`config.mk`:
```
export PLATFORM = sky130hd
export DESIGN_NAME = pevi_incr
export DESIGN_NICKNAME = d
export VERILOG_FILES = /design/src/design/pevi_incr.v
export VERILOG_INCLUDE_DIRS = /design/src /design/src/design
export SDC_FILE = /design/constraint.sdc
export NUM_CORES = 1
export LEC_CHECK = 0
export ABC_AREA = 1
export BUFFER_PORTS_ARGS = -buffer_cell sky130_fd_sc_hd__buf_2
export CAP_MARGIN = 20
export CORE_ASPECT_RATIO = 2
export CORE_MARGIN = 5
export CORE_UTILIZATION = 35
export CTS_CLUSTER_DIAMETER = 60
export DETAILED_ROUTE_END_ITERATION = 6
export GPL_TIMING_DRIVEN = 0
export PLACE_DENSITY_LB_ADDON = 0.08
export SLEW_MARGIN = 15
export SYNTH_ARGS = -nofsm -noshare
export SYNTH_HDL_FRONTEND = slang
export SYNTH_SLANG_ARGS = --single-unit
export TNS_END_PERCENT = 100
```
`constraint.sdc`:
```
create_clock -name core_clk_in -period 3.55 [get_ports core_clk_in]
set_input_delay 1.065 -clock core_clk_in [delete_from_list [all_inputs] [get_ports core_clk_in]]
set_output_delay 1.065 -clock core_clk_in [all_outputs]
set_load 0.005 [all_outputs]
```
`src/design/pevi_map.vh`:
```
// Purpose: constants for the event increment logic
// Assumes: included by bare name
// Notes: event codes, widths and reset values
`ifndef PEVI_MAP_VH
`define PEVI_MAP_VH

// event select width and codes
`define PEVI_SEL_W 6
`define PEVI_EVT_INSTR 6'h16
`define PEVI_EVT_VINSTR 6'h17
`define PEVI_EVT_BUSCLK 6'h18
`define PEVI_EVT_WBSTALL 6'h19
`define PEVI_EVT_RDSTALL 6'h1A
`define PEVI_EVT_EMSTALL 6'h1B
`define PEVI_EVT_LOCKED 6'h1C
`define PEVI_EVT_IOCYC 6'h1D
`define PEVI_EVT_NCREAD 6'h1E
`define PEVI_EVT_INTERLOCK 6'h1F
`define PEVI_EVT_RSV0 6'h20
`define PEVI_EVT_RSV1 6'h21

// per-clock increment
`define PEVI_INC_W 2
`define PEVI_INC_MAX 2'h2
`define PEVI_INC_ZERO 2'h0

// register number field
`define PEVI_REG_W 3

// reset values
`define PEVI_RST_INC 2'h0
`define PEVI_RST_FLAG 1'h0

`endif

```
`src/design/pevi_incr.v`:
```
// Purpose: event selection and per-clock increment for perf counters
// Assumes: all event inputs come from core logic on core_clk_in
// Notes: incr_out and count_out update on the edge after the event
//
// Functional notes
// - code 16H adds completed instructions, 0 to 2
// - fault handlers, interrupts, exceptions count as instructions
// - repeated string instruction adds exactly one
// - each halt instruction adds exactly one
// - code 17H counts second pipe instructions only
// - code 18H counts every busy bus clock
// - code 19H counts full write buffer stall clocks
// - code 19H excludes stalls from I/O accesses
// - code 1AH counts data read wait clocks
// - code 1BH counts each E/M line write stall
// - code 1CH counts locked bus cycles
// - locked read-modify-write counts only its read
// - split locked cycle counts as two
// - back-off restarted cycles are not recounted
// - code 1DH counts each I/O bus cycle
// - code 1EH counts noncacheable non-I/O reads
// - code 1FH counts interlocks, two if both pipes
// - interlock: execute writes address-stage base/index
`timescale 1ns/1ps
`include "pevi_map.vh"

module pevi_incr #(
   parameter CNT_W = 40
) (
   input wire core_clk_in,
   input wire resetn_in,
   // selection and counter control
   input wire [`PEVI_SEL_W-1:0] evt_sel_in,
   input wire count_en_in,
   input wire count_clr_in,
   // instruction completion
   input wire u_retire_in,
   input wire v_retire_in,
   input wire fault_entry_in,
   input wire intr_entry_in,
   input wire rep_iter_in,
   input wire rep_last_in,
   input wire halt_instr_in,
   // bus unit
   input wire bus_busy_in,
   input wire hold_ack_in,
   input wire addr_hold_in,
   input wire backoff_n_in,
   input wire bus_start_in,
   input wire bus_write_in,
   input wire bus_locked_in,
   input wire bus_io_in,
   input wire bus_cacheable_in,
   input wire split_cycle_ind_in,
   // pipeline stalls
   input wire wbuf_full_stall_in,
   input wire stall_io_in,
   input wire dread_stall_in,
   input wire dtlb_miss_busy_in,
   input wire em_write_stall_in,
   // execute stage destination, per pipe
   input wire u_ex_wr_in,
   input wire [`PEVI_REG_W-1:0] u_ex_reg_in,
   input wire v_ex_wr_in,
   input wire [`PEVI_REG_W-1:0] v_ex_reg_in,
   // address generation stage sources, per pipe
   input wire u_ag_base_vld_in,
   input wire [`PEVI_REG_W-1:0] u_ag_base_in,
   input wire u_ag_idx_vld_in,
   input wire [`PEVI_REG_W-1:0] u_ag_idx_in,
   input wire v_ag_base_vld_in,
   input wire [`PEVI_REG_W-1:0] v_ag_base_in,
   input wire v_ag_idx_vld_in,
   input wire [`PEVI_REG_W-1:0] v_ag_idx_in,
   // results
   output wire [`PEVI_INC_W-1:0] incr_out,
   output wire [CNT_W-1:0] count_out,
   output wire addr_gen_interlock_out
);

////////////////////////////////////////////////////////////////////////
// helpers

// one source register hit by either execute-stage write
function hit;
   input src_vld;
   input [`PEVI_REG_W-1:0] src;
   input uw;
   input [`PEVI_REG_W-1:0] ureg;
   input vw;
   input [`PEVI_REG_W-1:0] vreg;
   begin
      hit = src_vld & ((uw & (ureg == src)) | (vw & (vreg == src)));
   end
endfunction

// clamp a 0..3 sum to the per-clock maximum
function [`PEVI_INC_W-1:0] clamp2;
   input [`PEVI_INC_W-1:0] v;
   begin
      if (v > `PEVI_INC_MAX) begin
         clamp2 = `PEVI_INC_MAX;
      end else begin
         clamp2 = v;
      end
   end
endfunction

////////////////////////////////////////////////////////////////////////
// state

reg rep_busy_r;
reg rep_busy_nxt;
reg halt_d_r;
reg em_stall_d_r;
reg restart_pend_r;
reg restart_pend_nxt;
reg [`PEVI_INC_W-1:0] incr_r;
reg [`PEVI_INC_W-1:0] incr_nxt;
reg [CNT_W-1:0] cnt_r;
reg [CNT_W-1:0] cnt_nxt;
reg interlock_r;

////////////////////////////////////////////////////////////////////////
// instruction events

wire u_rep_step;
wire u_counted;
wire v_counted;
wire exc_counted;
wire halt_counted;
wire [`PEVI_INC_W-1:0] instr_cnt;
wire [`PEVI_INC_W-1:0] vinstr_cnt;

// later iterations of a repeated string add nothing
assign u_rep_step = u_retire_in & rep_iter_in & rep_busy_r;

// halted clocks never look like completions
assign u_counted = u_retire_in & ~u_rep_step & ~halt_instr_in;
assign v_counted = v_retire_in & ~halt_instr_in;

// handler entries count as executed instructions
assign exc_counted = fault_entry_in | intr_entry_in;

// halt counts once, on entry to the halted state
assign halt_counted = halt_instr_in & ~halt_d_r;

assign instr_cnt = clamp2({1'b0, u_counted} + {1'b0, v_counted} +
   {1'b0, exc_counted} + {1'b0, halt_counted});

assign vinstr_cnt = {1'b0, v_counted};

// loop tracking: busy after an iteration that is not the last
always @* begin
   rep_busy_nxt = rep_busy_r;
   if (exc_counted) begin
      rep_busy_nxt = 1'b0;
   end else if (u_retire_in) begin
      rep_busy_nxt = rep_iter_in & ~rep_last_in;
   end
end

////////////////////////////////////////////////////////////////////////
// duration events

wire busclk_evt;
wire wbuf_full_stall_evt;
wire rdstall_evt;
wire emstall_evt;

// hold, address hold and back-off clocks count as busy
assign busclk_evt = bus_busy_in | hold_ack_in | addr_hold_in |
   ~backoff_n_in;

assign wbuf_full_stall_evt = wbuf_full_stall_in & ~stall_io_in;

assign rdstall_evt = dread_stall_in | dtlb_miss_busy_in;

// each stall once, at its first clock
assign emstall_evt = em_write_stall_in & ~em_stall_d_r;

////////////////////////////////////////////////////////////////////////
// bus cycle events

wire first_start;
wire locked_evt;
wire io_evt;
wire ncread_evt;
wire [`PEVI_INC_W-1:0] locked_cnt;

// a cycle aborted by back-off is restarted later
always @* begin
   restart_pend_nxt = restart_pend_r;
   if (~backoff_n_in & bus_busy_in) begin
      restart_pend_nxt = 1'b1;
   end else if (bus_start_in) begin
      restart_pend_nxt = 1'b0;
   end
end

assign first_start = bus_start_in & ~restart_pend_r;

// read half of a locked sequence only
assign locked_evt = first_start & bus_locked_in &
   ~bus_write_in;

// split locked access counts as two accesses
assign locked_cnt = ~locked_evt ? `PEVI_INC_ZERO :
   (split_cycle_ind_in ? `PEVI_INC_MAX : 2'h1);

// each bus cycle of a misaligned access strobes separately
assign io_evt = first_start & bus_io_in;

assign ncread_evt = first_start & ~bus_write_in &
   ~bus_cacheable_in & ~bus_io_in;

////////////////////////////////////////////////////////////////////////
// address generation interlock

wire u_interlock;
wire v_interlock;
wire [`PEVI_INC_W-1:0] interlock_cnt;

assign u_interlock = hit(u_ag_base_vld_in, u_ag_base_in, u_ex_wr_in,
   u_ex_reg_in, v_ex_wr_in, v_ex_reg_in) |
   hit(u_ag_idx_vld_in, u_ag_idx_in, u_ex_wr_in,
   u_ex_reg_in, v_ex_wr_in, v_ex_reg_in);

assign v_interlock = hit(v_ag_base_vld_in, v_ag_base_in, u_ex_wr_in,
   u_ex_reg_in, v_ex_wr_in, v_ex_reg_in) |
   hit(v_ag_idx_vld_in, v_ag_idx_in, u_ex_wr_in,
   u_ex_reg_in, v_ex_wr_in, v_ex_reg_in);

// both pipes in one clock add two
assign interlock_cnt = {1'b0, u_interlock} + {1'b0, v_interlock};

////////////////////////////////////////////////////////////////////////
// selection

always @* begin
   incr_nxt = `PEVI_INC_ZERO;
   case (evt_sel_in)
      `PEVI_EVT_INSTR: begin
         incr_nxt = instr_cnt;
      end
      `PEVI_EVT_VINSTR: begin
         incr_nxt = vinstr_cnt;
      end
      `PEVI_EVT_BUSCLK: begin
         incr_nxt = {1'b0, busclk_evt};
      end
      `PEVI_EVT_WBSTALL: begin
         incr_nxt = {1'b0, wbuf_full_stall_evt};
      end
      `PEVI_EVT_RDSTALL: begin
         incr_nxt = {1'b0, rdstall_evt};
      end
      `PEVI_EVT_EMSTALL: begin
         incr_nxt = {1'b0, emstall_evt};
      end
      `PEVI_EVT_LOCKED: begin
         incr_nxt = locked_cnt;
      end
      `PEVI_EVT_IOCYC: begin
         incr_nxt = {1'b0, io_evt};
      end
      `PEVI_EVT_NCREAD: begin
         incr_nxt = {1'b0, ncread_evt};
      end
      `PEVI_EVT_INTERLOCK: begin
         incr_nxt = interlock_cnt;
      end
      `PEVI_EVT_RSV0, `PEVI_EVT_RSV1: begin
         incr_nxt = `PEVI_INC_ZERO;
      end
      default: begin
         incr_nxt = `PEVI_INC_ZERO;
      end
   endcase
   if (~count_en_in) begin
      incr_nxt = `PEVI_INC_ZERO;
   end
end

////////////////////////////////////////////////////////////////////////
// counter

always @* begin
   if (count_clr_in) begin
      cnt_nxt = {CNT_W{1'b0}};
   end else begin
      cnt_nxt = cnt_r + {{(CNT_W-`PEVI_INC_W){1'b0}}, incr_nxt};
   end
end

////////////////////////////////////////////////////////////////////////
// registers

always @(posedge core_clk_in or negedge resetn_in) begin
   if (~resetn_in) begin
      rep_busy_r <= `PEVI_RST_FLAG;
      halt_d_r <= `PEVI_RST_FLAG;
      em_stall_d_r <= `PEVI_RST_FLAG;
      restart_pend_r <= `PEVI_RST_FLAG;
      interlock_r <= `PEVI_RST_FLAG;
      incr_r <= `PEVI_RST_INC;
      cnt_r <= {CNT_W{1'b0}};
   end else begin
      rep_busy_r <= rep_busy_nxt;
      halt_d_r <= halt_instr_in;
      em_stall_d_r <= em_write_stall_in;
      restart_pend_r <= restart_pend_nxt;
      interlock_r <= u_interlock | v_interlock;
      incr_r <= incr_nxt;
      cnt_r <= cnt_nxt;
   end
end

assign incr_out = incr_r;
assign count_out = cnt_r;
assign addr_gen_interlock_out = interlock_r;

endmodule

```
==> flow_summary_export.csv <==
group,metric,value,unit
final_layout,multi_input_area,2000,um^2
drt,route.antenna.remaining_nets,0,
power,p_leak,2.25,nW
synthesis,synth_edf_count,0,
synthesis,ys_warn_count,0,
grt,grt_pass1_vias,3711,
place,dp_slack,-0.624,ns
floorplan,ios,99,
final_layout,layout.nets,684,
grt,overflow,0,
setup_path,worst-setup-path-type,"primary input to flop",
grt,grt_start_max_net_pins,25,
clocking,hold_buffers,0,
synthesis,synth_top_flop_cell,"dfrtp_1",
drt,vias,3505,
synthesis,synth_area_leaders,"dfrtp_1, nand2_1, nor2_1",
synthesis,syn_nets,559,
final_layout,antennaDiodeCount,0,
sta,tightestPinTransition,0.607,ns
setup_path,cpMaxStageDelayCell,"fa_1",
grt,antenna_found_initial,0,
synthesis,ys_async_sr_fraction,100,%
sta,layout_min_cycle_time,3.75,ns
place,place_inst,694,
final_layout,final.fill_count,991,
grt,grtUsageMet3,3.44,%
floorplan,die_h,147,um
synthesis,post-synth-top-count-cell,"nand2_1",
floorplan,start_util,35.5,%
place,place.gp.congestion,0.896,
setup_path,crit_fanout,5,
sta,timing.final.crit_share,106,%
sta,fmax,267,MHz
setup_path,end_kind,"flop",
grt,track_usage,18.9,%
job,cap_violations,0,
synthesis,yosys_register_bits,47,
status,failed_checks,"negative setup slack",
floorplan,coreArea,9260,um^2
synthesis,synth_cell_types,27,
synthesis,syn_inst,496,
sta,fin_ws,-0.196,ns
drt,avgRoutedWirePerCell,14.6,um
final_layout,fin_cells,724,
synthesis,synth_top_area_cell,"dfrtp_1",
final_layout,regArea,1180,um^2
drt,viasPerCell,4.84,
synthesis,synth_top_cell_area_share,35.8,%
drt,drc,0,
synthesis,synth.avg_cell_area,6.63,um^2
setup_path,critPathLaunchType,"primary input",
status,status,"finished with violations",
sta,finalSetupTns,-2.73,ns
final_layout,postLayoutCoreUtil,48.2,%
grt,grt.met2_usage,38.1,%
setup_path,max_stage_delay,0.45,ns
drt,first_iter_violations,145,
place,place_hpwl,8650,um
synthesis,synth_area,3290,um^2
final_layout,drive_gt1_share,29.8,%
clocking,cts_root_buf,"clkbuf_16",
grt,grt_pass1_wl,17100,um
sta,timing_hold_violations_final,0,
sta,max-slew-margin-rel,59.5,%
floorplan,die_w,78.5,um
clocking,insertion_delay,0.29,ns
floorplan,fp.dieArea,11500,um^2
power,power_density,255,nW/um^2
power,total_power,1.14,mW
grt,grt_most_used_layer,"met2",
sta,finalClockSkew,0.00617,ns
setup_path,crit_family,"adder cells",
floorplan,rows,50,
clocking,htree_levels,2,
sta,drv_slew,0,
clocking,cts_buffers,5,
clocking,cts.path.max_buffers,2,
setup_path,crit_arrival,3.89,ns
synthesis,ys_seq_area_share,35.8,%
drt,dr.pass1.iters,4,
worst_hold_path,min_path_type,"flop to flop",
clocking,clk_pin_slew_worst_paths,0.06,ns
setup_path,worstPathRequired,3.70,ns
final_layout,syn2layout_area_growth,35.9,%
drt,wirelength,10600,um
synthesis,synthTopCellsByCount,"nand2_1, nor2_1, inv_1, dfrtp_1, xnor2_1",
grt,use_met1,16.7,%
power,peakVddDrop,0.170,mV
sta,rsz0062_at_grt,"yes",
setup_path,critPathMostFrequentCell,"nand2_1",
setup_path,cp_num_buf_inv,5,
setup_path,crit_chain,"buf_8 > inv_4 > a211oi_4 > fa_1 > ha_1 > inv_1 > nor2_1 > nand2_1 > nand2_1 > nand2_1 > nand2_1 > inv_1 > a21oi_2 > ha_2 > fa_2 > nand2_4 > nor2_4 > nand2_2 > nor2_4 > buf_12 > nand2_2 > nor2_1 > nor3_1",
sta,finalSetupViolations,26,
clocking,cts_sinks,47,
place,io_buffer_count,93,
clocking,cts_tree,"yes",
-- layer usage --
| layer | vias to the layer above | routed length (um) | share of wire [%] |
|---|---|---|---|
| met1 | 1591 | 3470 | 33 |
| met4 | 0 | 489 | 4.6 |
| met5 | - | 0 | 0 |
| met3 | 31 | 539 | 5.1 |
| met2 | 113 | 6080 | 57 |
| li1 | 1770 | - | - |
-- power breakdown --
group,internal (mW),switching (mW)
sequential,0.540,0.00196
combinational,0.0671,0.0813
clock,0.254,0.194
total,0.861,0.278
-- sequential cells by signal, summed over array words and instances, names as in the netlist --
register and flops:
rep_busy_r 1, halt_d_r 1, incr_out 2, em_stall_d_r 1, addr_gen_interlock_out 1, count_out 40, restart_pend_r 1
-- layout by cell type, fill, tap and decap left out, types with 6 or more instances in the layout --
cell | netlist | routed
buf_2 | 1 | 92
xor2_1 | 8 | 8
buf_6 | 0 | 6
buf_4 | 0 | 17
dfrtp_1 | 47 | 47
nand4_1 | 12 | 12
nand2_2 | 4 | 12
nor2_1 | 106 | 101
a21oi_1 | 12 | 11
inv_2 | 2 | 7
xnor2_1 | 24 | 24
nand2_1 | 142 | 129
nor3_1 | 8 | 6
nor2_4 | 4 | 10
nand3_1 | 20 | 18
inv_1 | 66 | 57
-- per-stage QoR --
step           instance area [um^2]  hold slack (ns)
2_1_floorplan                  3300            0.495
3_3_place_gp                   3900            0.503
3_5_place_dp                   3920            0.504
4_1_cts                        4370            0.519
5_1_grt                        4470            0.543
6_report                       4470            0.518
-- cells by family after synthesis --
group	Yosys count	synth area share, %
AND/OR/NAND/NOR	305	39.0
buffers and inverters	76	8.72
flip-flops	47	35.8
XOR/XNOR	32	8.53
AO/OA/AOI/OAI	29	4.83
adder cells (fa/ha/maj)	7	3.12
-- path summary, 6_finish.rpt --
kind / slack (ns) / depth (start not counted) / start / end
max: -0.20 / 23 / u_retire_in / count_out[18]
min: 0.52 / 1 / count_out[17] / count_out[17]
max reg2reg: 0.23 / 21 / rep_busy_r / count_out[18]
min reg2reg: 0.52 / 1 / count_out[17] / count_out[17]
max in group asynchronous: 2.23 / 2 / resetn_in / count_out[0]
min in group asynchronous: 0.77 / 1 / resetn_in / count_out[25]
-- area by class of cell --
type	count	area share, %
multi-input combinational	373	44.8
buffer	8	0.840
timing repair buffer	118	16.2
clock buffer	6	2.89
sequential	47	26.3
inverter	68	5.94
tap	104	2.91
-- timing repair --
action                                  CTS  global route
buffers inserted                         22             7
pin swaps                                25            14
hold endpoints to repair                  0             0
endpoints found under the setup margin   30            38
gates resized for setup                  47            25
(Power assumes the default switching activity.)
